--- src/rtl/meta_bundle_pkg.sv ---
/*
 * Constants for the received audio metadata bundle: bundle layout,
 * raw packet field positions and the small control register map.
 * Assumes the depacketizer hands over header bytes 1..2 and body bytes 0..19.
 */
package meta_bundle_pkg;
   localparam int HDR_W    = 16;
   localparam int BODY_W   = 160;
   localparam int BUNDLE_W = 165;
   localparam int SUB_N    = 4;
   localparam int DSC_W    = 40;
   localparam int SUB_BASE = 5;
   // Bundle fields, common and spatial layout
   localparam int SEL_BIT  = 0;
   localparam int VIEWS_LO = 1;
   localparam int VIEWS_W  = 2;
   localparam int STR_LO   = 3;
   localparam int STR_W    = 2;
   localparam int CC_LO    = 5;
   localparam int CC_W     = 5;
   localparam int GAPA_LO  = 10;
   localparam int GAPA_W   = 3;
   localparam int CHANNEL_ALLOC_STANDARD_LO  = 13;
   localparam int CHANNEL_ALLOC_STANDARD_W   = 4;
   localparam int GAPB_LO  = 17;
   localparam int GAPB_W   = 4;
   localparam int SPK_LO   = 21;
   localparam int SPK_W    = 8;
   localparam int GAPC_LO  = 29;
   localparam int GAPC_W   = 136;
   // Raw packet positions
   localparam int RAW_SEL_BIT  = 0;
   localparam int RAW_VIEWS_LO = 8;
   localparam int RAW_STR_LO   = 10;
   localparam int RAW_CC_LO    = 0;
   localparam int RAW_CHANNEL_ALLOC_STANDARD_LO  = 16;
   localparam int RAW_SPK_LO   = 24;
   // Descriptor offsets, same in raw body and in bundle
   localparam int DSC_LEFT   = 0;
   localparam int DSC_RIGHT  = 1;
   localparam int DSC_GA_LO  = 2;
   localparam int DSC_GA_W   = 6;
   localparam int DSC_TYPE   = 8;
   localparam int TYPE_W     = 3;
   localparam int DSC_MIXED  = 11;
   localparam int DSC_SVALID = 12;
   localparam int DSC_GB_LO  = 13;
   localparam int DSC_GB_W   = 2;
   localparam int DSC_LCV    = 15;
   localparam int DSC_LANG   = 16;
   localparam int LANG_W     = 24;
   // Register port
   localparam int ADDR_W = 4;
   localparam int DATA_W = 32;
   localparam logic [ADDR_W-1:0] REG_CTRL = 4'h0;
   localparam logic [ADDR_W-1:0] REG_STAT = 4'h4;
   localparam int CTRL_EN_BIT  = 0;
   localparam logic CTRL_EN_RST = 1'h1;
   localparam int STAT_VALID   = 0;
   localparam int STAT_LAYOUT  = 1;
   localparam int STAT_CNT_LO  = 8;
   localparam int CNT_W        = 8;
endpackage : meta_bundle_pkg

--- src/rtl/meta_fmt_if.sv ---
/*
 * Carrier between the bundle top and its field formatter.
 * Assumes meta_bundle_pkg is compiled first.
 */
`timescale 1ns/1ps
interface meta_fmt_if;
   import meta_bundle_pkg::*;
   logic [HDR_W-1:0]    hdr;
   logic [BODY_W-1:0]   body;
   logic [BUNDLE_W-1:0] bundle;
   modport ctl (output hdr, output body, input bundle);
   modport fmt (input hdr, input body, output bundle);
endinterface : meta_fmt_if

--- src/rtl/meta_field_map.sv ---
/*
 * Combinational map from a raw metadata packet to bundle layout.
 * Assumes the caller registers the result; no state is kept here.
 */
`timescale 1ns/1ps
module meta_field_map
(
   meta_fmt_if.fmt f
);
   import meta_bundle_pkg::*;

   logic [DSC_W-1:0] desc [SUB_N];

   ////////////////////////////////////////////////////////////////////
   // One descriptor per subpacket, reserved gaps forced low
   genvar k;
   generate
      for (k = 0; k < SUB_N; k++)
      begin : g_desc
         localparam int RB = k * DSC_W;
         assign desc[k] = {f.body[RB+DSC_LANG +: LANG_W],
                           f.body[RB+DSC_LCV],
                           {DSC_GB_W{1'b0}},
                           f.body[RB+DSC_SVALID],
                           f.body[RB+DSC_MIXED],
                           f.body[RB+DSC_TYPE +: TYPE_W],
                           {DSC_GA_W{1'b0}},
                           f.body[RB+DSC_RIGHT],
                           f.body[RB+DSC_LEFT]};
      end
   endgenerate

   ////////////////////////////////////////////////////////////////////
   always_comb
   begin
      f.bundle = '0;
      f.bundle[SEL_BIT] = f.hdr[RAW_SEL_BIT];
      f.bundle[VIEWS_LO +: VIEWS_W] = f.hdr[RAW_VIEWS_LO +: VIEWS_W];
      f.bundle[STR_LO +: STR_W] = f.hdr[RAW_STR_LO +: STR_W];
      if (f.hdr[RAW_SEL_BIT])
      begin
         f.bundle[CC_LO +: CC_W] = f.body[RAW_CC_LO +: CC_W];
         f.bundle[CHANNEL_ALLOC_STANDARD_LO +: CHANNEL_ALLOC_STANDARD_W] = f.body[RAW_CHANNEL_ALLOC_STANDARD_LO +: CHANNEL_ALLOC_STANDARD_W];
         f.bundle[SPK_LO +: SPK_W] = f.body[RAW_SPK_LO +: SPK_W];
      end
      else
      begin
         for (int i = 0; i < SUB_N; i++)
         begin
            f.bundle[SUB_BASE + i*DSC_W +: DSC_W] = desc[i];
         end
      end
   end
endmodule : meta_field_map

--- src/rtl/sink_audio_metadata_bundle.sv ---
/*
 * Receive-side audio metadata bundle: captures each good metadata packet
 * from the depacketizer and presents it as a wide field bundle, with a
 * small control/status register port.
 * Assumes packet inputs are synchronous to mclk_i and that pkt_valid_i
 * pulses once per packet with header and body valid beside it.
 */
`timescale 1ns/1ps
module sink_audio_metadata_bundle
(
   input  wire logic                                 mclk_i,
   input  wire logic                                 arst_n_i,
   input  wire logic                                 pkt_valid_i,
   input  wire logic                                 pkt_ok_i,
   input  wire logic [meta_bundle_pkg::HDR_W-1:0]    pkt_hdr_i,
   input  wire logic [meta_bundle_pkg::BODY_W-1:0]   pkt_body_i,
   input  wire logic [meta_bundle_pkg::ADDR_W-1:0]   reg_addr_i,
   input  wire logic [meta_bundle_pkg::DATA_W-1:0]   reg_wdata_i,
   input  wire logic                                 reg_wr_i,
   input  wire logic                                 reg_rd_i,
   output logic      [meta_bundle_pkg::DATA_W-1:0]   reg_rdata_o,
   output logic      [meta_bundle_pkg::BUNDLE_W-1:0] audio_metadata_bundle_o,
   output logic                                      bundle_update_o
);
   import meta_bundle_pkg::*;

   logic [1:0]          rst_sync;
   logic                rst_n;
   logic                capture_en;
   logic                have_pkt;
   logic [CNT_W-1:0]    pkt_count;
   logic                cap;
   logic [DATA_W-1:0]   next_rdata;
   logic [HDR_W-1:0]    hdr_q;
   logic [BODY_W-1:0]   body_q;

   meta_fmt_if fmt_bus ();

   ////////////////////////////////////////////////////////////////////
   // Reset release through two flops
   always_ff @(posedge mclk_i or negedge arst_n_i)
   begin
      if (!arst_n_i)
         rst_sync <= 2'h0;
      else
         rst_sync <= {rst_sync[0], 1'b1};
   end

   assign rst_n = rst_sync[1];

   ////////////////////////////////////////////////////////////////////
   // Field formatting
   assign fmt_bus.hdr  = pkt_hdr_i;
   assign fmt_bus.body = pkt_body_i;

   meta_field_map u_map
   (
      .f (fmt_bus.fmt)
   );

   // Packets with a bad check are dropped so a corrupt one never
   // overwrites a good bundle.
   assign cap = pkt_valid_i && pkt_ok_i && capture_en;

   ////////////////////////////////////////////////////////////////////
   // Bundle capture
   always_ff @(posedge mclk_i or negedge rst_n)
   begin
      if (!rst_n)
         audio_metadata_bundle_o <= '0;
      else if (cap)
         audio_metadata_bundle_o <= fmt_bus.bundle;
   end

   always_ff @(posedge mclk_i or negedge rst_n)
   begin
      if (!rst_n)
         bundle_update_o <= 1'b0;
      else
         bundle_update_o <= cap;
   end

   always_ff @(posedge mclk_i or negedge rst_n)
   begin
      if (!rst_n)
         have_pkt <= 1'b0;
      else if (cap)
         have_pkt <= 1'b1;
   end

   // Wraps; software takes differences between reads
   always_ff @(posedge mclk_i or negedge rst_n)
   begin
      if (!rst_n)
         pkt_count <= '0;
      else if (cap)
         pkt_count <= pkt_count + CNT_W'(1);
   end

   ////////////////////////////////////////////////////////////////////
   // Register port
   always_ff @(posedge mclk_i or negedge rst_n)
   begin
      if (!rst_n)
         capture_en <= CTRL_EN_RST;
      else if (reg_wr_i && reg_addr_i == REG_CTRL)
         capture_en <= reg_wdata_i[CTRL_EN_BIT];
   end

   always_comb
   begin
      next_rdata = '0;
      if (reg_rd_i)
      begin
         case (reg_addr_i)
            REG_CTRL:
            begin
               next_rdata[CTRL_EN_BIT] = capture_en;
            end
            REG_STAT:
            begin
               next_rdata[STAT_VALID] = have_pkt;
               next_rdata[STAT_LAYOUT] = audio_metadata_bundle_o[SEL_BIT];
               next_rdata[STAT_CNT_LO +: CNT_W] = pkt_count;
            end
            default:
            begin
               next_rdata = '0;
            end
         endcase
      end
   end

   // Read data stand only in the cycle after the strobe
   always_ff @(posedge mclk_i or negedge rst_n)
   begin
      if (!rst_n)
         reg_rdata_o <= '0;
      else
         reg_rdata_o <= next_rdata;
   end

   ////////////////////////////////////////////////////////////////////
   // Checking helpers: copy of the last accepted raw packet
   always_ff @(posedge mclk_i or negedge rst_n)
   begin
      if (!rst_n)
      begin
         hdr_q  <= '0;
         body_q <= '0;
      end
      else if (cap)
      begin
         hdr_q  <= pkt_hdr_i;
         body_q <= pkt_body_i;
      end
   end

   ////////////////////////////////////////////////////////////////////
   // Assertions
   property p_layout_sel;
      @(posedge mclk_i) disable iff (!rst_n)
      bundle_update_o |->
         audio_metadata_bundle_o[SEL_BIT] == hdr_q[RAW_SEL_BIT];
   endproperty
   a_layout_sel: assert property (p_layout_sel)
      else $error("layout select does not follow packet");

   property p_counts;
      @(posedge mclk_i) disable iff (!rst_n)
      cap |=>
         audio_metadata_bundle_o[VIEWS_LO +: VIEWS_W] ==
            hdr_q[RAW_VIEWS_LO +: VIEWS_W] &&
         audio_metadata_bundle_o[STR_LO +: STR_W] ==
            hdr_q[RAW_STR_LO +: STR_W];
   endproperty
   a_counts: assert property (p_counts)
      else $error("view or stream count wrong");

   property p_only_capture;
      @(posedge mclk_i) disable iff (!rst_n)
      bundle_update_o |-> $past(pkt_valid_i) && $past(pkt_ok_i);
   endproperty
   a_only_capture: assert property (p_only_capture)
      else $error("bundle updated without a good packet");

   property p_sp_cc;
      @(posedge mclk_i) disable iff (!rst_n)
      bundle_update_o && audio_metadata_bundle_o[SEL_BIT] |->
         audio_metadata_bundle_o[CC_LO +: CC_W] ==
            body_q[RAW_CC_LO +: CC_W] &&
         audio_metadata_bundle_o[GAPA_LO +: GAPA_W] == '0;
   endproperty
   a_sp_cc: assert property (p_sp_cc)
      else $error("spatial channel count field wrong");

   property p_sp_channel_alloc_standard;
      @(posedge mclk_i) disable iff (!rst_n)
      bundle_update_o && audio_metadata_bundle_o[SEL_BIT] |->
         audio_metadata_bundle_o[CHANNEL_ALLOC_STANDARD_LO +: CHANNEL_ALLOC_STANDARD_W] ==
            body_q[RAW_CHANNEL_ALLOC_STANDARD_LO +: CHANNEL_ALLOC_STANDARD_W] &&
         audio_metadata_bundle_o[GAPB_LO +: GAPB_W] == '0;
   endproperty
   a_sp_channel_alloc_standard: assert property (p_sp_channel_alloc_standard)
      else $error("allocation standard field wrong");

   property p_sp_spk;
      @(posedge mclk_i) disable iff (!rst_n)
      bundle_update_o && audio_metadata_bundle_o[SEL_BIT] |->
         audio_metadata_bundle_o[SPK_LO +: SPK_W] ==
            body_q[RAW_SPK_LO +: SPK_W] &&
         audio_metadata_bundle_o[GAPC_LO +: GAPC_W] == '0;
   endproperty
   a_sp_spk: assert property (p_sp_spk)
      else $error("speaker allocation or upper zeros wrong");

   property p_ms_view;
      @(posedge mclk_i) disable iff (!rst_n)
      bundle_update_o && !audio_metadata_bundle_o[SEL_BIT] |->
         audio_metadata_bundle_o[SUB_BASE+DSC_LEFT] == body_q[DSC_LEFT] &&
         audio_metadata_bundle_o[SUB_BASE+DSC_RIGHT] == body_q[DSC_RIGHT] &&
         audio_metadata_bundle_o[SUB_BASE+DSC_GA_LO +: DSC_GA_W] == '0;
   endproperty
   a_ms_view: assert property (p_ms_view)
      else $error("subpacket 0 view flags wrong");

   property p_ms_type;
      @(posedge mclk_i) disable iff (!rst_n)
      cap && !pkt_hdr_i[RAW_SEL_BIT] |=>
         audio_metadata_bundle_o[SUB_BASE+DSC_TYPE +: TYPE_W] ==
            body_q[DSC_TYPE +: TYPE_W];
   endproperty
   a_ms_type: assert property (p_ms_type)
      else $error("subpacket 0 supplementary type wrong");

   property p_ms_mixed;
      @(posedge mclk_i) disable iff (!rst_n)
      bundle_update_o && !audio_metadata_bundle_o[SEL_BIT] |->
         audio_metadata_bundle_o[SUB_BASE+DSC_MIXED] == body_q[DSC_MIXED];
   endproperty
   a_ms_mixed: assert property (p_ms_mixed)
      else $error("subpacket 0 mixed flag wrong");

   property p_ms_svalid;
      @(posedge mclk_i) disable iff (!rst_n)
      bundle_update_o && !audio_metadata_bundle_o[SEL_BIT] |->
         audio_metadata_bundle_o[SUB_BASE+DSC_SVALID] ==
            body_q[DSC_SVALID] &&
         audio_metadata_bundle_o[SUB_BASE+DSC_GB_LO +: DSC_GB_W] == '0;
   endproperty
   a_ms_svalid: assert property (p_ms_svalid)
      else $error("subpacket 0 supplementary flag wrong");

   property p_ms_lcv;
      @(posedge mclk_i) disable iff (!rst_n)
      bundle_update_o && !audio_metadata_bundle_o[SEL_BIT] |->
         audio_metadata_bundle_o[SUB_BASE+DSC_LCV] == body_q[DSC_LCV];
   endproperty
   a_ms_lcv: assert property (p_ms_lcv)
      else $error("subpacket 0 language valid wrong");

   property p_ms_lang0;
      @(posedge mclk_i) disable iff (!rst_n)
      bundle_update_o && !audio_metadata_bundle_o[SEL_BIT] |->
         audio_metadata_bundle_o[SUB_BASE+DSC_LANG +: LANG_W] ==
            body_q[DSC_LANG +: LANG_W];
   endproperty
   a_ms_lang0: assert property (p_ms_lang0)
      else $error("subpacket 0 language code wrong");

   property p_ms_repeat;
      @(posedge mclk_i) disable iff (!rst_n)
      bundle_update_o && !audio_metadata_bundle_o[SEL_BIT] |->
         audio_metadata_bundle_o[SUB_BASE+DSC_W] == body_q[DSC_W] &&
         audio_metadata_bundle_o[SUB_BASE+2*DSC_W] == body_q[2*DSC_W] &&
         audio_metadata_bundle_o[SUB_BASE+3*DSC_W] == body_q[3*DSC_W] &&
         audio_metadata_bundle_o[SUB_BASE+DSC_W+DSC_GA_LO +: DSC_GA_W]
            == '0 &&
         audio_metadata_bundle_o[SUB_BASE+2*DSC_W+DSC_GB_LO +: DSC_GB_W]
            == '0;
   endproperty
   a_ms_repeat: assert property (p_ms_repeat)
      else $error("subpacket 1 to 3 descriptors misplaced");

   property p_ms_lang3;
      @(posedge mclk_i) disable iff (!rst_n)
      bundle_update_o && !audio_metadata_bundle_o[SEL_BIT] |->
         audio_metadata_bundle_o[BUNDLE_W-1 -: LANG_W] ==
            body_q[BODY_W-1 -: LANG_W];
   endproperty
   a_ms_lang3: assert property (p_ms_lang3)
      else $error("subpacket 3 language code wrong");

   property p_ms_lang12;
      @(posedge mclk_i) disable iff (!rst_n)
      bundle_update_o && !audio_metadata_bundle_o[SEL_BIT] |->
         audio_metadata_bundle_o[SUB_BASE+DSC_W+DSC_LANG +: LANG_W] ==
            body_q[DSC_W+DSC_LANG +: LANG_W] &&
         audio_metadata_bundle_o[SUB_BASE+2*DSC_W+DSC_LANG +: LANG_W] ==
            body_q[2*DSC_W+DSC_LANG +: LANG_W];
   endproperty
   a_ms_lang12: assert property (p_ms_lang12)
      else $error("subpacket 1 and 2 language codes wrong");

   property p_refuse;
      @(posedge mclk_i) disable iff (!rst_n)
      pkt_valid_i && !pkt_ok_i |=> !bundle_update_o && $stable(audio_metadata_bundle_o);
   endproperty
   a_refuse: assert property (p_refuse)
      else $error("bad packet changed the bundle");

   property p_hold;
      @(posedge mclk_i) disable iff (!rst_n)
      !cap ##1 !cap |=> $stable(audio_metadata_bundle_o) && !bundle_update_o;
   endproperty
   a_hold: assert property (p_hold)
      else $error("bundle changed without a packet");

   property p_disable;
      @(posedge mclk_i) disable iff (!rst_n)
      reg_wr_i && reg_addr_i == REG_CTRL && !reg_wdata_i[CTRL_EN_BIT]
         ##1 (!reg_wr_i)[*2] |=> !bundle_update_o;
   endproperty
   a_disable: assert property (p_disable)
      else $error("capture happened while disabled");

   property p_rd_once;
      @(posedge mclk_i) disable iff (!rst_n)
      !reg_rd_i |=> reg_rdata_o == '0;
   endproperty
   a_rd_once: assert property (p_rd_once)
      else $error("read data outside its cycle");
endmodule : sink_audio_metadata_bundle

--- config.mk ---
export PLATFORM = sky130hd
export DESIGN_NAME = sink_audio_metadata_bundle
export DESIGN_NICKNAME = d
export VERILOG_FILES = /design/src/rtl/meta_bundle_pkg.sv /design/src/rtl/meta_fmt_if.sv /design/src/rtl/meta_field_map.sv /design/src/rtl/sink_audio_metadata_bundle.sv
export SDC_FILE = /design/constraint.sdc
export NUM_CORES = 1
export LEC_CHECK = 0
export BUFFER_PORTS_ARGS = -buffer_cell sky130_fd_sc_hd__clkbuf_2
export CORE_AREA = 2 2 163 165
export DETAILED_ROUTE_END_ITERATION = 8
export DIE_AREA = 0 0 165 167
export PLACE_DENSITY = 0.62
export SLEW_MARGIN = 30
export SYNTH_ARGS = -nofsm -noshare
export SYNTH_HDL_FRONTEND = slang
export SYNTH_SLANG_ARGS = --single-unit
--- constraint.sdc ---
create_clock -name mclk_i -period 7.5 [get_ports mclk_i]
set_input_delay 0 -clock mclk_i [delete_from_list [all_inputs] [get_ports mclk_i]]
set_output_delay 0 -clock mclk_i [all_outputs]
set_load 0.005 [all_outputs]
==> flow_metrics.py <==
metrics = {
    "run_status": {
        "status": "finished, final reports clean",
    },
    "power": {
        "power_leakage_uw": 0.00578,
        "power_density_nw_per_um2": 265,
        "ir_drop_v": 0.000121,
    },
    "grt": {
        "grtUsageMet3_pct": 4.18,
        "grt_pass1_vias": 6324,
        "grt_usage_pct": 14.7,
        "grt_pass1_wl_um": 32200,
        "overflow": 0,
        "grt-busiest-layer": "met2",
        "grt_max_degree": 130,
        "grtUsageMet1_pct": 16.7,
        "antenna_found_initial": 0,
        "use_met2_pct": 25.9,
    },
    "synth": {
        "synth_area_leaders": "dfrtp_1, nand2_1, nand3b_1, buf_4, buf_6",
        "synth.distinct_cells": 27,
        "synth_area_um2": 6990,
        "synth_warnings": 0,
        "syn_inst": 704,
        "netlist.area_leader.share_pct": 56.6,
        "ys_seq_elements": 159,
        "ys_seq_area_share_pct": 57.0,
        "avgSynthCellArea_um2": 9.93,
        "synth_area_leader_cell": "dfrtp_1",
    },
    "clock_tree": {
        "path_clk_slew_ps": 60,
        "numCtsBuffers": 17,
        "cts_tree": "built",
        "clkLatencyLatePin_ps": 420,
        "cts_setup_buffers": 0,
        "clockBufferDepth": 2,
        "h-tree-depth": 4,
        "clock_sinks": 159,
        "cts_root_buf": "clkbuf_16",
    },
    "floorplanning": {
        "dieArea_um2": 27600,
        "fp.coreArea_um2": 25800,
        "rows": 59,
        "die_h_um": 167,
        "ios": 416,
        "start_util_pct": 27.1,
        "dieWidth_um": 165,
    },
    "timing": {
        "fin_crit_sh_pct": 33.1,
        "slew_headroom_pct": 37.4,
        "rsz0062_at_grt": "false",
        "finalSetupViolations": 0,
        "period_minus_slack_ps": 2480,
        "timing.fmax_mhz": 403,
        "final-max-slew-violation-count": 0,
        "clock_skew_ps": 9.73,
        "tightest_slew_ps": 939,
        "final_hold_viol_count": 0,
        "setup_tns_ps": 0,
        "worst_slack_ps": 5020,
    },
    "layout": {
        "multiInputGateArea_um2": 2530,
        "seq_area_um2": 3980,
        "n_antenna_cell": 0,
        "fillers": 2535,
        "syn2layout_area_growth_pct": 51.2,
        "design_area_um2": 10600,
        "drive_gt1_share_pct": 29.4,
        "final_util_pct": 41.0,
        "fin_nets": 1340,
    },
    "worst_setup_path": {
        "crit_buf_inv": 1,
        "r2r_start": "capture_en",
        "crit_chain": "nand3_4 > buf_4 > nor3_1 > xor2_1",
        "cp-start-kind": "flop",
        "cp.required_ps": 7830,
        "path_delay_family": "simple AND/OR/NAND/NOR gates",
        "critical-path-slowest-cell": "buf_4",
        "crit_fanout": 84,
        "crit_arrival_ps": 2810,
        "path_class": "reg2reg",
        "endpoint_kind": "flop",
        "ff2ff_path_depth": 4,
        "rr_endpoint": "pkt_count[7]",
        "max_stage_delay_ps": 640,
        "rrSetupSlack_ps": 5020,
    },
    "route": {
        "via_per_inst": 4.25,
        "detail-route-antenna-nets": 0,
        "first_pass_iters": 4,
        "avgRoutedWirePerCell_um": 13.9,
        "drcViolationCount": 0,
        "drt_iter0_drc": 363,
        "vias": 6239,
        "wirelength_um": 20400,
    },
    "placement": {
        "placed_cell_area_um2": 8450,
        "dp_hpwl_um": 12400,
        "io_buffers": 293,
        "gp_congestion": 0.751,
        "pre_cts_slack_ps": 4950,
    },
    "worst_hold_path": {
        "whs_endpoint": "audio_metadata_bundle_o[8]",
        "hp-class": "in2reg",
        "hp-start": "pkt_hdr_i[0]",
        "min_path_cells": 3,
    },
    "run": {
        "maxCapViolCount": 0,
    },
}
## logic make-up (layout without fill, tap and decap cells)
group	count (synthesis)	after routing	share of synthesized area [%]
AOI/OAI and AO/OA	13	13	1.00
adders and majority gates	1	1	0.179
and+or+nand+nor	412	412	29.3
muxes	13	13	1.88
buffers and inverters	97	476	9.74
xor gates and xnor gates	7	7	0.877
DFF	159	159	57.0
other	2	52	0.107
## worst max path at each step
| stage | start | to | slack, ps | cells after the start |
|---|---|---|---|---|
| after floorplan | rst_sync[1] | audio_metadata_bundle_o[0] | 2740 | 0 |
| after global placement | capture_en | pkt_count[6] | 4700 | 4 |
| after detailed placement | capture_en | pkt_count[7] | 4950 | 4 |
| after CTS | capture_en | pkt_count[7] | 4900 | 4 |
| after global routing | capture_en | pkt_count[7] | 4730 | 4 |
| final | capture_en | pkt_count[7] | 5020 | 4 |
## cells in the final DEF (no fill, tap or decap), types with 2 or more instances in the layout
cell,synthesis,final
xnor2_1,4,4
dlygate4sd3_1,0,146
nand2_1,274,274
dfrtp_1,158,157
nand3b_1,114,114
inv_6,0,3
nand4_1,3,3
clkbuf_16,0,17
conb_1,2,52
clkinvlp_4,0,3
bufinv_16,0,4
nand3_1,5,4
o21ai_0,12,12
mux2i_1,12,12
clkbuf_2,0,292
nor3_1,2,2
xor2_1,3,3
buf_4,52,4
clkbuf_1,19,2
and2_1,9,9
## Yosys cell counts
cell type,number
nand2_1,274
dfrtp_1,158
nand3b_1,114
nand4_1,3
o21ai_0,12
nor2_1,1
nor3_1,2
xnor2_1,4
clkbuf_1,19
xor2_1,3
conb_1,2
nand3_1,5
buf_2,12
mux2_1,1
clkinv_4,1
nand2b_1,1
a32o_1,1
and3_1,1
buf_8,1
and2_1,9
nor4_2,1
mux2i_1,12
dfstp_2,1
buf_6,12
nor4_4,1
buf_4,52
ha_1,1
## state kept, by name (all words and copies together), names as in the netlist
register	count
audio_metadata_bundle_o	136
reg_rdata_o	10
capture_en	1
bundle_update_o	1
pkt_count	8
rst_sync	2
have_pkt	1
## what timing repair did
action,CTS,global route
gates resized for setup,0,0
hold endpoints to repair,148,0
hold buffers,146,0
## worst reg2reg max path, cell delays in order, from the launching register on
cell,delay (ps)
dfstp_2,570
nand3_4,620
buf_4,660
nor3_1,370
xor2_1,180
## stage by stage
stage	hold WS (ps)	std cells	total power, µW
after global routing	98.8	1468	2990
after CTS	60.3	1467	2830
after global placement	-213	1290	1800
after floorplan	-296	754	1500
final	77.5	1468	2800
after detailed placement	-210	1290	1820
## layout make-up
type,instances,share of cell area (%)
clock buffer,20,4.23
timing repair buffer,444,28.3
inverter,1,0.154
multi-input combinational,498,23.9
tap,335,3.97
clock inverter,11,1.71
sequential,159,37.7
## power by group
group | total [µW] | switching, µW | internal, µW
clock network | 938 | 367 | 571
registers | 1220 | 132 | 1080
logic | 643 | 332 | 311
## metal layers
metal | up-vias | wire length (µm)
met1 | 2993 | 8250
met2 | 231 | 10200
met5 | - | 0
met4 | 0 | 463
li1 | 2987 | -
met3 | 28 | 1400
(Power assumes the default switching activity.)
